## src/verilog/sfw_pkg.sv

```systemverilog
package sfw_pkg;
  // ----------------------------------------
  // widths and sizes
  // ----------------------------------------
  localparam int DATA_W = 32;
  localparam int MAX_WORDS = 64;
  localparam int ADDR_W = 6;
  localparam int CNT_W = 7;
  localparam int PAD_W = 2;
  localparam int GPS_DATA_W = 24;
  localparam int GPS_PAR_W = 6;
  localparam int BDS_WORD_W = 30;
  localparam int GAL_PTYPE_BIT = 30;
  localparam logic [CNT_W-1:0] GAL_HALF2_IDX = 7'h04;

  // ----------------------------------------
  // constellation and signal codes
  // ----------------------------------------
  localparam logic [7:0] GNSS_GPS = 8'h00;
  localparam logic [7:0] GNSS_SBAS = 8'h01;
  localparam logic [7:0] GNSS_GAL = 8'h02;
  localparam logic [7:0] GNSS_BDS = 8'h03;
  localparam logic [7:0] GNSS_QZSS = 8'h05;
  localparam logic [7:0] GNSS_GLO = 8'h06;
  localparam logic [7:0] GNSS_NAVIC = 8'h07;
  localparam logic [7:0] SIG_L1CA = 8'h00;
  localparam logic [7:0] SIG_GAL_E1B = 8'h01;
  localparam logic [7:0] SIG_GAL_E5A = 8'h03;
  localparam logic [7:0] SIG_GAL_E5B = 8'h05;
  localparam logic [7:0] SIG_BDS_B2I_D2 = 8'h03;
  localparam logic [7:0] SV_UNKNOWN = 8'hFF;

  // ----------------------------------------
  // word counts per signal
  // ----------------------------------------
  localparam logic [CNT_W-1:0] WC_TEN = 7'h0A;
  localparam logic [CNT_W-1:0] WC_GAL = 7'h08;
  localparam logic [CNT_W-1:0] WC_NINE = 7'h09;
  localparam logic [CNT_W-1:0] WC_B1C = 7'h39;
  localparam logic [CNT_W-1:0] WC_GLO = 7'h03;
  localparam logic [CNT_W-1:0] WC_NONE = 7'h00;

  // ----------------------------------------
  // reset values
  // ----------------------------------------
  localparam logic [DATA_W-1:0] DATA_RST = 32'h00000000;
  localparam logic [7:0] BYTE_RST = 8'h00;
  localparam logic [CNT_W-1:0] CNT_RST = 7'h00;

  typedef enum logic [2:0] {
    ST_IDLE = 3'b000,
    ST_COLLECT = 3'b001,
    ST_CHECK = 3'b010,
    ST_HDR = 3'b011,
    ST_LOAD = 3'b100,
    ST_SEND = 3'b101,
    ST_TRAIL = 3'b110
  } sfw_state_t;

  // expected payload words; zero for an unsupported signal
  function automatic logic [CNT_W-1:0] sfw_word_count(
    input logic [7:0] gnss, input logic [7:0] sig);
    logic [CNT_W-1:0] wc;
    wc = WC_NONE;
    unique case (gnss)
      GNSS_GPS: if (sig == 8'h00 || sig == 8'h03 || sig == 8'h04 ||
                    sig == 8'h06) wc = WC_TEN;
      GNSS_QZSS: if (sig == 8'h00 || sig == 8'h04 || sig == 8'h05 ||
                     sig == 8'h08) wc = WC_TEN;
      GNSS_SBAS: if (sig == SIG_L1CA) wc = WC_NINE;
      GNSS_GAL: if (sig == SIG_GAL_E1B || sig == SIG_GAL_E5A ||
                    sig == SIG_GAL_E5B) wc = WC_GAL;
      GNSS_BDS: begin
        if (sig <= SIG_BDS_B2I_D2) wc = WC_TEN;
        else if (sig == 8'h05) wc = WC_B1C;
        else if (sig == 8'h07) wc = WC_NINE;
      end
      GNSS_GLO: if (sig == 8'h00 || sig == 8'h02) wc = WC_GLO;
      GNSS_NAVIC: if (sig == 8'h00) wc = WC_TEN;
      default: wc = WC_NONE;
    endcase
    return wc;
  endfunction
endpackage

```

## src/verilog/sfw_mem_if.sv

```systemverilog
`timescale 1ns/10ps
interface sfw_mem_if #(parameter int AW = 6, parameter int DW = 32);
  logic we;
  logic [AW-1:0] waddr;
  logic [DW-1:0] wdata;
  logic [AW-1:0] raddr;
  logic [DW-1:0] rdata;
  modport ctl(output we, output waddr, output wdata, output raddr,
              input rdata);
  modport mem(input we, input waddr, input wdata, input raddr,
              output rdata);
endinterface

```

## src/verilog/sfw_mem.sv

```systemverilog
`timescale 1ns/10ps
module sfw_mem #(
  parameter int AW = 6,
  parameter int DW = 32
) (
  input wire clk,
  sfw_mem_if.mem port
);
  logic [DW-1:0] store [0:(1<<AW)-1];
  logic [DW-1:0] rd_reg;

  // refused at elaboration: address must select at least four words
  if (AW < 2 || DW < 1) begin : g_bad_size
    $error("sfw_mem: bad size");
  end

  // read data registered: one cycle from address to data
  always_ff @(posedge clk) begin
    if (port.we) begin
      store[port.waddr] <= port.wdata;
    end
    rd_reg <= store[port.raddr];
  end
  assign port.rdata = rd_reg;
endmodule

```

## src/verilog/sfw_fmt.sv

```systemverilog
`timescale 1ns/10ps
module sfw_fmt
  import sfw_pkg::*;
(
  input wire logic [7:0] gnss,
  input wire logic [7:0] sig,
  input wire logic [CNT_W-1:0] idx,
  input wire logic alert,
  input wire logic prev_d30,
  input wire logic [DATA_W-1:0] raw,
  output logic [DATA_W-1:0] word,
  output logic d30
);
  logic l1ca;
  assign l1ca = (gnss == GNSS_GPS || gnss == GNSS_QZSS) && sig == SIG_L1CA;

  always_comb begin
    word = raw;
    d30 = raw[0];
    if (l1ca) begin
      // data bits undone here so the host needs no parity logic
      word = {{PAD_W{1'b0}},
              raw[GPS_DATA_W+GPS_PAR_W-1:GPS_PAR_W] ^ {GPS_DATA_W{prev_d30}},
              raw[GPS_PAR_W-1:0]}; // [RULE_07] [RULE_08] [RULE_17]
    end else if (gnss == GNSS_BDS && sig <= SIG_BDS_B2I_D2) begin
      word = {{PAD_W{1'b0}}, raw[BDS_WORD_W-1:0]}; // [RULE_09]
    end else if (gnss == GNSS_GAL && sig != SIG_GAL_E5A && alert &&
                 (idx == CNT_RST || idx == GAL_HALF2_IDX)) begin
      word[GAL_PTYPE_BIT] = 1'b1; // [RULE_13] [RULE_14]
    end
  end
endmodule

```

## src/verilog/sfw_packer.sv

```systemverilog
`timescale 1ns/10ps
// Overview of operation
// [RULE_01] one record per complete decoded subframe
// [RULE_02] bits reported as received, checks kept
// [RULE_03] payload in 32-bit words, count given
// [RULE_04] record carries constellation id first
// [RULE_05] host ignores padding field contents
// [RULE_06] drop unless complete and parity passed
// [RULE_07] undo data inversion before output
// [RULE_08] gps l1 word: 2 pad, 24 data, 6 parity
// [RULE_09] beidou word: 2 pad, 22 data, 8 parity
// [RULE_10] glonass 85-bit string over three words
// [RULE_11] glonass fourth word: frame, superframe numbers
// [RULE_12] unidentified glonass satellite reported as 255
// [RULE_13] galileo e1b page pair, alert sets type
// [RULE_14] galileo e5b page pair in eight words
// [RULE_15] galileo e5a fnav page in eight words
// [RULE_16] sbas 250-bit block in data words
// [RULE_17] qzss layouts equal gps layouts
// [RULE_18] constellation codes 0,1,2,3,5,6,7
// [RULE_19] word count fixed per signal
// [RULE_20] header first, words held until accepted
module sfw_packer
  import sfw_pkg::*;
(
  input wire logic clk,
  input wire logic rst,
  input wire logic report_en,
  input wire logic in_valid,
  output logic in_ready,
  input wire logic [sfw_pkg::DATA_W-1:0] in_word,
  input wire logic in_last,
  input wire logic in_parity_ok,
  input wire logic [7:0] in_gnss_id,
  input wire logic [7:0] in_sig_id,
  input wire logic [7:0] in_sv_id,
  input wire logic in_sv_known,
  input wire logic in_alert,
  input wire logic [7:0] in_frame_num,
  input wire logic in_frame_known,
  input wire logic [7:0] in_superframe_num,
  input wire logic in_superframe_known,
  output logic out_valid,
  input wire logic out_ready,
  output logic [sfw_pkg::DATA_W-1:0] out_data,
  output logic out_header,
  output logic out_last,
  output logic drop_pulse
);
  import sfw_pkg::*;

  // ----------------------------------------
  // elaboration checks
  // ----------------------------------------
  // buffer must hold the longest record; count must not wrap
  if ((1 << ADDR_W) < MAX_WORDS) begin : g_bad_depth
    $error("sfw_packer: buffer shallower than longest record");
  end
  if ((1 << CNT_W) <= MAX_WORDS) begin : g_bad_count
    $error("sfw_packer: count field too narrow");
  end
  if (int'(WC_B1C) > MAX_WORDS) begin : g_bad_longest
    $error("sfw_packer: longest signal exceeds buffer");
  end
  // header and trailer layouts assume 32-bit words
  if (DATA_W != 32) begin : g_bad_width
    $error("sfw_packer: word width must be 32");
  end
  if (PAD_W + GPS_DATA_W + GPS_PAR_W != DATA_W) begin : g_bad_gps
    $error("sfw_packer: gps word fields do not fill a word");
  end
  if (PAD_W + BDS_WORD_W != DATA_W) begin : g_bad_bds
    $error("sfw_packer: beidou word fields do not fill a word");
  end
  if (GAL_PTYPE_BIT >= DATA_W) begin : g_bad_ptype
    $error("sfw_packer: page type bit outside the word");
  end
  if (int'(GAL_HALF2_IDX) >= int'(WC_GAL)) begin : g_bad_half
    $error("sfw_packer: second page starts past the record");
  end

  // ----------------------------------------
  // state
  // ----------------------------------------
  typedef struct packed {
    sfw_state_t st;
    logic [7:0] gnss;
    logic [7:0] sig;
    logic [7:0] sv;
    logic [7:0] frame;
    logic [7:0] sframe;
    logic alert;
    logic err;
    logic d30;
    logic [CNT_W-1:0] cnt;
    logic [CNT_W-1:0] idx;
    logic in_ready;
    logic out_valid;
    logic [DATA_W-1:0] out_data;
    logic out_header;
    logic out_last;
    logic drop;
  } sfw_regs_t;

  sfw_regs_t r_reg;
  sfw_regs_t r_next;

  sfw_mem_if #(.AW(ADDR_W), .DW(DATA_W)) mif();

  logic [DATA_W-1:0] fmt_word;
  logic fmt_d30;
  logic [7:0] f_gnss;
  logic [7:0] f_sig;
  logic f_alert;
  logic [CNT_W-1:0] f_idx;
  logic f_d30;
  logic take;
  logic first;

  // ----------------------------------------
  // helpers
  // ----------------------------------------
  // header word: ids, then the payload count
  function automatic logic [DATA_W-1:0] hdr_word(input sfw_regs_t r);
    return {r.gnss, r.sig, r.sv, 1'b0, r.cnt};
  endfunction

  // trailer: unknown numbers already forced to zero
  function automatic logic [DATA_W-1:0] trailer_word(input sfw_regs_t r);
    return {BYTE_RST, BYTE_RST, r.sframe, r.frame};
  endfunction

  // index of the final stored word in this record
  function automatic logic [CNT_W-1:0] last_idx(input sfw_regs_t r);
    return r.cnt - 7'h01;
  endfunction

  // ----------------------------------------
  // submodules
  // ----------------------------------------
  sfw_mem #(.AW(ADDR_W), .DW(DATA_W)) u_mem (
    .clk(clk),
    .port(mif.mem)
  );

  sfw_fmt u_fmt (
    .gnss(f_gnss),
    .sig(f_sig),
    .idx(f_idx),
    .alert(f_alert),
    .prev_d30(f_d30),
    .raw(in_word),
    .word(fmt_word),
    .d30(fmt_d30)
  );

  // first word takes its ids straight from the inputs
  assign first = r_reg.st == ST_IDLE;
  assign take = in_valid && r_reg.in_ready;
  assign f_gnss = first ? in_gnss_id : r_reg.gnss;
  assign f_sig = first ? in_sig_id : r_reg.sig;
  assign f_alert = first ? in_alert : r_reg.alert;
  assign f_idx = first ? CNT_RST : r_reg.cnt;
  // inversion chain restarts at zero for each subframe
  assign f_d30 = first ? 1'b0 : r_reg.d30;

  // ----------------------------------------
  // next state
  // ----------------------------------------
  always_comb begin
    r_next = r_reg;
    r_next.drop = 1'b0;
    mif.we = 1'b0;
    mif.waddr = f_idx[ADDR_W-1:0];
    mif.wdata = fmt_word; // [RULE_02]
    unique case (r_reg.st)
      ST_IDLE: begin
        r_next.in_ready = 1'b1;
        if (take) begin
          r_next.gnss = in_gnss_id;
          r_next.sig = in_sig_id;
          r_next.alert = in_alert;
          r_next.sv = in_sv_id;
          if (in_gnss_id == GNSS_GLO && !in_sv_known) begin
            r_next.sv = SV_UNKNOWN; // [RULE_12]
          end
          r_next.frame = in_frame_known ? in_frame_num : BYTE_RST;
          r_next.sframe = in_superframe_known ?
                          in_superframe_num : BYTE_RST; // [RULE_11]
          mif.we = 1'b1;
          r_next.cnt = 7'h01;
          r_next.err = !in_parity_ok;
          r_next.d30 = fmt_d30;
          if (in_last) begin
            r_next.in_ready = 1'b0;
            r_next.st = ST_CHECK;
          end else begin
            r_next.st = ST_COLLECT;
          end
        end
      end
      ST_COLLECT: begin
        if (take) begin
          // overlong subframe is dropped, never wraps the buffer
          if (r_reg.cnt == CNT_W'(MAX_WORDS)) begin
            r_next.err = 1'b1; // [RULE_06]
          end else begin
            mif.we = 1'b1; // [RULE_10] [RULE_15] [RULE_16]
            r_next.cnt = r_reg.cnt + 7'h01;
          end
          if (!in_parity_ok) begin
            r_next.err = 1'b1; // [RULE_06]
          end
          r_next.d30 = fmt_d30;
          if (in_last) begin
            r_next.in_ready = 1'b0;
            r_next.st = ST_CHECK;
          end
        end
      end
      ST_CHECK: begin
        if (!r_reg.err && report_en &&
            r_reg.cnt == sfw_word_count(r_reg.gnss, r_reg.sig)) begin
          // [RULE_01] [RULE_06] [RULE_19]
          r_next.st = ST_HDR;
          r_next.out_valid = 1'b1;
          r_next.out_header = 1'b1;
          r_next.out_data = hdr_word(r_reg); // [RULE_03] [RULE_04] [RULE_18]
          r_next.idx = CNT_RST;
        end else begin
          r_next.drop = 1'b1; // [RULE_06]
          r_next.st = ST_IDLE;
        end
      end
      ST_HDR: begin
        if (out_ready) begin
          r_next.out_valid = 1'b0;
          r_next.out_header = 1'b0;
          r_next.st = ST_LOAD; // [RULE_20]
        end
      end
      ST_LOAD: begin
        r_next.out_valid = 1'b1;
        r_next.out_data = mif.rdata;
        r_next.out_last = r_reg.idx == last_idx(r_reg) &&
                          r_reg.gnss != GNSS_GLO;
        r_next.st = ST_SEND;
      end
      ST_SEND: begin
        if (out_ready) begin
          r_next.out_valid = 1'b0;
          if (r_reg.out_last) begin
            r_next.out_last = 1'b0;
            r_next.st = ST_IDLE;
          end else if (r_reg.idx == last_idx(r_reg)) begin
            r_next.out_valid = 1'b1;
            r_next.out_last = 1'b1;
            r_next.out_data = trailer_word(r_reg); // [RULE_11]
            r_next.st = ST_TRAIL;
          end else begin
            r_next.idx = r_reg.idx + 7'h01; // [RULE_20]
            r_next.st = ST_LOAD;
          end
        end
      end
      ST_TRAIL: begin
        if (out_ready) begin
          r_next.out_valid = 1'b0;
          r_next.out_last = 1'b0;
          r_next.st = ST_IDLE;
        end
      end
      default: begin
        r_next.st = ST_IDLE;
        r_next.in_ready = 1'b0;
        r_next.out_valid = 1'b0;
      end
    endcase
    // read address leads the state so data is ready in the load cycle
    mif.raddr = r_next.idx[ADDR_W-1:0];
  end

  // ----------------------------------------
  // registers
  // ----------------------------------------
  always_ff @(posedge clk) begin
    if (rst) begin
      r_reg <= '{st: ST_IDLE, gnss: BYTE_RST, sig: BYTE_RST,
                 sv: BYTE_RST, frame: BYTE_RST, sframe: BYTE_RST,
                 alert: 1'b0, err: 1'b0, d30: 1'b0, cnt: CNT_RST,
                 idx: CNT_RST, in_ready: 1'b0, out_valid: 1'b0,
                 out_data: DATA_RST, out_header: 1'b0,
                 out_last: 1'b0, drop: 1'b0};
    end else begin
      r_reg <= r_next;
    end
  end

  assign in_ready = r_reg.in_ready;
  assign out_valid = r_reg.out_valid;
  assign out_data = r_reg.out_data;
  assign out_header = r_reg.out_header;
  assign out_last = r_reg.out_last;
  assign drop_pulse = r_reg.drop;
endmodule

```

## config.mk

```make
export PLATFORM = sky130hd
export DESIGN_NAME = sfw_packer
export DESIGN_NICKNAME = d
export VERILOG_FILES = /design/src/verilog/sfw_pkg.sv /design/src/verilog/sfw_mem_if.sv /design/src/verilog/sfw_mem.sv /design/src/verilog/sfw_fmt.sv /design/src/verilog/sfw_packer.sv
export SDC_FILE = /design/constraint.sdc
export NUM_CORES = 2
export LEC_CHECK = 0
export BUFFER_PORTS_ARGS = -buffer_cell sky130_fd_sc_hd__clkbuf_2
export CAP_MARGIN = 20
export CELL_PAD_IN_SITES_DETAIL_PLACEMENT = 2
export CELL_PAD_IN_SITES_GLOBAL_PLACEMENT = 2
export CORE_MARGIN = 4
export CORE_UTILIZATION = 45
export DETAILED_ROUTE_END_ITERATION = 8
export PLACE_DENSITY = 0.78
export SLEW_MARGIN = 10
export SYNTH_ARGS = -nofsm -noshare
export SYNTH_HDL_FRONTEND = slang
export SYNTH_HIERARCHICAL = 1
export SYNTH_SLANG_ARGS = --single-unit
```

## constraint.sdc

```tcl
create_clock -name clk -period 5.45 [get_ports clk]
set_input_delay 0.2725 -clock clk [delete_from_list [all_inputs] [get_ports clk]]
set_output_delay 0.2725 -clock clk [all_outputs]
set_load 0.01 [all_outputs]
```

# Word level (Yosys, flattened, before mapping)
# Memory sizes are Yosys's and may differ from the RTL's. A register that Yosys moved wholly into a read port is not among the register bits.
# Index checks and enable logic that the tools add are counted.
dict set report totals {
  ff_bits 97
  ramBits 2048
  in_bits 83
  output_inout_bits 37
  elab_cells 189
  mem_count 1
}
dict set report op_classes {
  n_addsub 3
  order_cmp 2
  eq_ne 43
  muxes 68
  n_bitwise 4
  reduce_logical 50
}
# memory depth width read_ports rd_ports_with_merged_regs write_ports line
set memory_table {}
lappend memory_table {u_mem.store 64 32 1 1 1 sfw_mem.sv:9} ;# logic [DW-1:0] store [0:(1<<AW)-1];
# operator n
set ops {}
lappend ops {{two-way mux 33 bit} 3}
lappend ops {{case mux 32 bit (3 select lines)} 1}
lappend ops {{== test 8 x 3 -> 1 bit, second input constant} 9}
lappend ops {{two-way mux 53 bit} 1}
lappend ops {{two-way mux 7 bit} 7}
lappend ops {{case mux 7 bit (7 select lines)} 1}
lappend ops {{== test 8 x 2 -> 1 bit, second input constant} 6}
lappend ops {{two-way mux 8 bit} 5}
lappend ops {{two-way mux 34 bit} 1}
lappend ops {{zero test 8 bit} 4}
lappend ops {{two-way mux 32 bit} 1}
lappend ops {{two-way mux 4 bit} 6}
lappend ops {{bitwise XOR 24 bit} 1}
lappend ops {{two-way mux 1 bit} 21}
lappend ops {{case mux 3 bit (7 select lines)} 1}
lappend ops {{inequality test 2 bit, second input constant} 10}
lappend ops {{two-way mux 3 bit} 6}
lappend ops {{case mux 9 bit (2 select lines)} 1}
lappend ops {{== test 8 x 1 -> 1 bit, second input constant} 2}
lappend ops {{less-or-equal comparator 8 x 2 -> 1 bit, second input constant} 2}
lappend ops {{adder 7 x 1 -> 7 bit, second input constant} 2}
lappend ops {{== test 7 bit} 2}
lappend ops {{case mux 7 bit (2 select lines)} 1}
lappend ops {{two-way mux 6 bit} 2}
lappend ops {{31 further kinds} 74}

# Depth between registers and ports, before layout
dict set report logic_depth {
  ltp_word 11
  ltp_mapped 21
  mapped_depth_nobuf 15
}

# Modules after synthesis
# The synthesis kept the hierarchy.
# module instances cells_each area_each_um2 seq_area_each_um2
set modules_own_cells {}
lappend modules_own_cells {sfw_mem 1 3324 78512.8 62139.6}
lappend modules_own_cells {sfw_packer 1 678 5475.3 1941.9}
lappend modules_own_cells {sfw_fmt 1 53 609.3 0.0}

# Worst setup path before layout
# No wires, ideal clock.
dict set report synth_path {
  kind {register to register}
  startpoint {reg r_reg[94] in the netlist's numbering}
  endpoint {mem u_mem.store[0][28], data pin}
  setup_ns 0.535
  t_arrival_ns 4.654
  t_required_ns 4.915
  setup_slack_ns 0.261
  stages_incl_launch_ff 10
  path_buffers 3
  period_less_slack_ns 5.189
  path_cell_list {dfxtp_1 > clkbuf_1 > nor3_1 > clkbuf_1 > mux2_2 > or4_4 > nor3_4 > and3_1 > buf_6 > xor2_1}
}
dict set report synth_between {
  elab_cells_between_ends 11
  cone_classes {eq/ne: 1; mux: 4; bitwise: 1; reduce/logical: 5}
}
# item line
set synth_lines {}
lappend synth_lines {{start, declared} sfw_packer.sv:105} ;# sfw_regs_t r_reg;
lappend synth_lines {{start signal, assigned} sfw_packer.sv:288} ;# r_reg <= '{st: ST_IDLE, gnss: BYTE_RST, sig: BYTE_RST,
lappend synth_lines {{start signal, assigned} sfw_packer.sv:295} ;# r_reg <= r_next;
lappend synth_lines {{zero test 3 bit} sfw_packer.sv:158} ;# assign first = r_reg.st == ST_IDLE;
lappend synth_lines {{two-way mux 8 bit} sfw_packer.sv:161} ;# assign f_sig = first ? in_sig_id : r_reg.sig;
lappend synth_lines {{named net f_sig[3]} sfw_packer.sv:113} ;# logic [7:0] f_sig;
lappend synth_lines {{zero test 8 bit} sfw_fmt.sv:15} ;# assign l1ca = (gnss == GNSS_GPS || gnss == GNSS_QZSS) && sig == SIG_L1CA;
lappend synth_lines {{logical AND 1 bit} sfw_fmt.sv:15}
lappend synth_lines {{two-way mux 32 bit} sfw_fmt.sv:20} ;# if (l1ca) begin
lappend synth_lines {{named net fmt_word[28]} sfw_packer.sv:110} ;# logic [DATA_W-1:0] fmt_word;
lappend synth_lines {{end, declared} sfw_mem.sv:9}
# The timed path passes the listed nets, and every way through them passes these cells.

# Worst setup path after layout
dict set report layout_path {
  startpoint {reg r_reg[86] in the netlist's numbering}
  endpoint {reg u_mem.rd_reg[5] (netlist: u_mem/port.rdata[5]) (read register of u_mem.store)}
}
dict set report layout_between {
  elab_chain_len 7
  elab_cells_between_ends 13
  cone_classes {eq/ne: 7; mux: 4; reduce/logical: 2}
}
# item line
set layout_lines {}
lappend layout_lines {{== test 8 x 3 -> 1 bit (tied with other cells)} sfw_pkg.sv:65} ;# unique case (gnss)
lappend layout_lines {{case mux 7 bit (7 select lines) *} sfw_pkg.sv:65}
lappend layout_lines {{two-way mux 7 bit *} sfw_packer.sv:176} ;# unique case (r_reg.st)
lappend layout_lines {{== test 7 bit *} sfw_packer.sv:223} ;# r_reg.cnt == sfw_word_count(r_reg.gnss, r_reg.sig)) begin
lappend layout_lines {{logical AND 1 bit *} sfw_packer.sv:222} ;# if (!r_reg.err && report_en &&
lappend layout_lines {{two-way mux 7 bit *} sfw_packer.sv:222}
lappend layout_lines {{case mux 7 bit (2 select lines) *} sfw_packer.sv:176}
lappend layout_lines {{named net mif.raddr[2]} sfw_mem_if.sv:6} ;# logic [AW-1:0] raddr;
lappend layout_lines {{end, declared} sfw_mem.sv:10} ;# logic [DW-1:0] rd_reg;
# Mark *: on every way through the listed nets, which the timed path passes. The rest lies on a longest branch. The select of a mux whose other input is x is not followed.
# A chain may end at the register's enable or synchronous reset.

==> results by group <==
Synthesis
  • Fraction of the yosys area taken by sequential cells: 75.7%
  • Yosys warning total: 6
  • Mapped cell area: 84600 um2
  • Dominant cells by area after synthesis: sky130_fd_sc_hd__edfxtp_1 73%, sky130_fd_sc_hd__mux4_2 14%, sky130_fd_sc_hd__dfxtp_1 3.1%
  • Syn Nets: 4141
  • Number of distinct library cells after synthesis: 76
  • Synthesized area per cell: 20.9 um2
  • Area share of the largest cell type after synthesis: 72.7%
  • Gate count after technology mapping: 4055
  • Leading register cell type out of synthesis: sky130_fd_sc_hd__edfxtp_1
  • Async set or reset register ratio after synthesis: 0%
  • Largest area contributor in the synthesized netlist: sky130_fd_sc_hd__edfxtp_1
  • FF+latch count, synth: 2177
  • Post-synth EDFFs: 2048

Layout
  • Total Nets Final: 4564
  • Number of cells in the finished layout apart from fillers: 7146
  • Final core occ: 53.0%
  • Leading cell type in the layout, fill and taps excluded: sky130_fd_sc_hd__edfxtp_1
  • Top library cells by usage in the layout, fill and taps aside: 2048 x sky130_fd_sc_hd__edfxtp_1, 544 x sky130_fd_sc_hd__mux4_2, 234 x sky130_fd_sc_hd__buf_4
  • Fraction of final layout cells with drive strength greater than 1: 31.6%
  • Flip-flop count of the largest register, all copies and words added: 2048
  • Number of filler cells placed in the layout: 15730
  • Summed area of non-filler cells in the final layout: 98800 um2
  • Post-synthesis to final-layout area growth: 16.8%

Floorplan
  • Die X: 442 um
  • Die Height: 442 um
  • Die area: 195000 um2
  • Starting density of the core: 45.4%
  • Core Footprint: 186000 um2
  • Floorplan row count: 158
  • IO Pins: 120

CTS
  • Clock tree from TritonCTS: built
  • Clock Tree Buf Depth: 3
  • Number of buffers created by CTS: 222
  • H-tree depth reported by CTS: 4
  • CTS Sinks: 2177
  • Reg clk slew, reported paths: 0.07 ns
  • Clock latency of the later-clocked register in the worst-skew pair: 0.88 ns
  • Buffer cell driving the clock tree root: sky130_fd_sc_hd__clkbuf_16

Worst hold path
  • Type of the tightest min-delay check: input port to flop
  • HP Start: in_word[18]

Global routing
  • Initial antenna violation count: 22
  • Sum of overflow across all layers after global routing: 0
  • Wire length of the first global-routing pass: 469 mm
  • Total track usage: 35.2%
  • Vias in the first global route: 51667
  • Maximum number of pins on one net before global-route repair: 98

Setup path
  • Kind of critical path: flop to flop
  • Worst Setup End Kind: flop
  • Maximum fanout encountered on the critical timing path: 38
  • Required time of the critical path: 6.17 ns
  • Reg-to-reg critical path startpoint: r_reg[86]$_SDFFE_PP0P_
  • Type of origin of the critical path: flop
  • Launch point of the critical path: r_reg[86]$_SDFFE_PP0P_
  • Arrival time reported for the critical path endpoint: 6.23 ns

Placement
  • # placed instances: 6659
  • Port Buf Inserts: 119
  • Final HPWL from detailed placement: 193 mm
  • Post-Place Cell Area: 90600 um2
  • RePlAce Congestion: 0.862

STA
  • Unrepaired setup endpoints after global routing: yes
  • Relative slew slack: 22.2%
  • Final hold violation count: 0
  • Least-Margin Pin Slew: 1.16 ns
  • Fmax achieved: 182 MHz
  • Max-slew violation count: 0
  • Clock skew after layout: 0.0458 ns
  • Final critical-path share of the clock period: 101%
  • Least setup slack across all paths after layout: -0.0575 ns
  • Number of setup violations in the final report: 3
  • Post-route setup TNS: -0.103 ns
  • Shortest clock period the worst path allows after layout: 5.51 ns

Drt
  • Remaining number of nets flagged by the antenna check after routing: 0
  • Router iterations before antenna repair: 8
  • Wire length reported by the detailed router: 344 mm
  • Vias per cell: 6.99
  • Violation count after the first detailed-routing iteration: 8141
  • Detailed-route via count: 49938
  • Residual DRC: 0
  • Average wire per standard cell: 48.1 um

Pwr
  • Leakage dissipation: 30.2 nW
  • Sequential share of power: 51.9%
  • Portion of total power attributed to the clock network: 44.6%
  • P per Cell Area: 361 nW/um2
  • Overall power: 35.6 mW
  • Net Switching: 8.20 mW
  • Largest voltage drop on the vdd net: 0.344 mV
  • Share of total power in combinational logic: 3.5%
  • P_int: 27.5 mW
  • Switching portion of total power: 23.0%

Run status
  • Result of the run: finished, violations left
  • Violations in the final reports: negative setup slack

Job
  • Max-capacitance violation count: 0
cells by family (layout without fill, tap and decap cells):
family	Yosys count	count (layout)	synth area share, %
muxes	658	658	15.9
DFF	2177	2177	75.7
and+or+nand+nor	516	516	2.91
other	0	9	0
adders and majority gates	3	3	0.0444
buffers and inverters	299	901	1.85
AOI/OAI and AO/OA	358	358	2.96
xor gates and xnor gates	44	44	0.633
layout make-up:
class / instances / area [um2] / area share, %
antenna: 9 / 22.5 / 0.0228
clock buffer: 283 / 5970 / 6.04
clock inverter: 120 / 1160 / 1.17
inverter: 9 / 33.8 / 0.0342
multi-input combinational: 1579 / 20000 / 20.3
sequential: 2177 / 64100 / 64.9
tap: 2480 / 3100 / 3.14
timing repair buffer: 489 / 4410 / 4.46
metrics by stage:
step / setup slack [ns] / hold slack (ns)
6_report: -0.0575 / 0.0421
4_1_cts: 0.0184 / 0.0192
3_5_place_dp: -0.110 / 0.468
2_1_floorplan: 0.261 / 0.369
3_3_place_gp: 0.149 / 0.442
5_1_grt: -0.0651 / 0.0651
cell usage after synthesis, drive strengths merged (11+ instances only):
master,n
nor2,181
edfxtp,2048
clkbuf,120
o221ai,42
mux4,544
nand3,52
xnor2,11
mux2i,97
nand2,105
mux2,17
a221o,15
nor2b,24
a22oi,13
nor3,69
a311oi,12
dfxtp,129
nand2b,16
buf,170
a222oi,16
o22ai,85
a21oi,124
xor2,33
power by group through the flow:
| stage | clock, mW | sequential (mW) | combinational, mW |
|---|---|---|---|
| 2_1_floorplan | 0 | 18.8 | 0.564 |
| 3_3_place_gp | 0 | 18.8 | 0.990 |
| 3_5_place_dp | 0 | 18.8 | 1.09 |
| 4_1_cts | 15.9 | 18.5 | 1.16 |
| 5_1_grt | 16.7 | 18.5 | 1.27 |
| 6_report | 15.9 | 18.5 | 1.23 |
per-layer routing:
layer | routed length (um) | part of all wire [%] | vias to the layer above | global-route usage [%]
li1 | - | - | 17709 | -
met1 | 116000 | 34 | 26867 | 42.4
met2 | 168000 | 49 | 4212 | 58.6
met3 | 34100 | 9.9 | 1144 | 7.73
met4 | 25500 | 7.4 | 6 | 20.8
met5 | 42 | 0.012 | - | 0
what timing repair did:
item	4_1_cts	5_1_grt
hold buffers	63	1
pin swaps	2	1
setup buffers	4	3
endpoints found under the setup margin	26	31
gates cloned	0	0
resized for setup	18	28
endpoints found under the hold margin	68	13
path summary, 6_finish.rpt:
kind | slack (ns) | cells after the start | to
worst max-delay path | -0.06 | 17 | u_mem/port.rdata[5]$_DFF_P_
worst min-delay path | 0.04 | 3 | u_mem/store[43][18]$_DFFE_PP_
worst max register to register | -0.06 | 17 | u_mem/port.rdata[5]$_DFF_P_
worst min register to register | 0.48 | 2 | out_data[13]$_SDFFE_PP0P_
critical path, cell delays in order, from the launching register on:
cell                        delay [ns]
sky130_fd_sc_hd__dfxtp_1          0.57
sky130_fd_sc_hd__nand2b_1         0.16
sky130_fd_sc_hd__a2111oi_0        0.71
sky130_fd_sc_hd__o21ai_0          0.20
sky130_fd_sc_hd__o21ai_0          0.18
sky130_fd_sc_hd__xnor2_1          0.20
sky130_fd_sc_hd__nand4b_1         0.29
sky130_fd_sc_hd__buf_8            0.33
sky130_fd_sc_hd__nand3_1          0.29
sky130_fd_sc_hd__nand2_8          0.34
sky130_fd_sc_hd__buf_12           0.26
sky130_fd_sc_hd__buf_4            0.25
sky130_fd_sc_hd__buf_4            0.23
sky130_fd_sc_hd__mux4_2           0.32
sky130_fd_sc_hd__o221ai_1         0.25
sky130_fd_sc_hd__a21oi_1          0.16
sky130_fd_sc_hd__a21oi_1          0.39
sky130_fd_sc_hd__nor2_1           0.14
No activity file was read; power rests on OpenSTA's default activity.
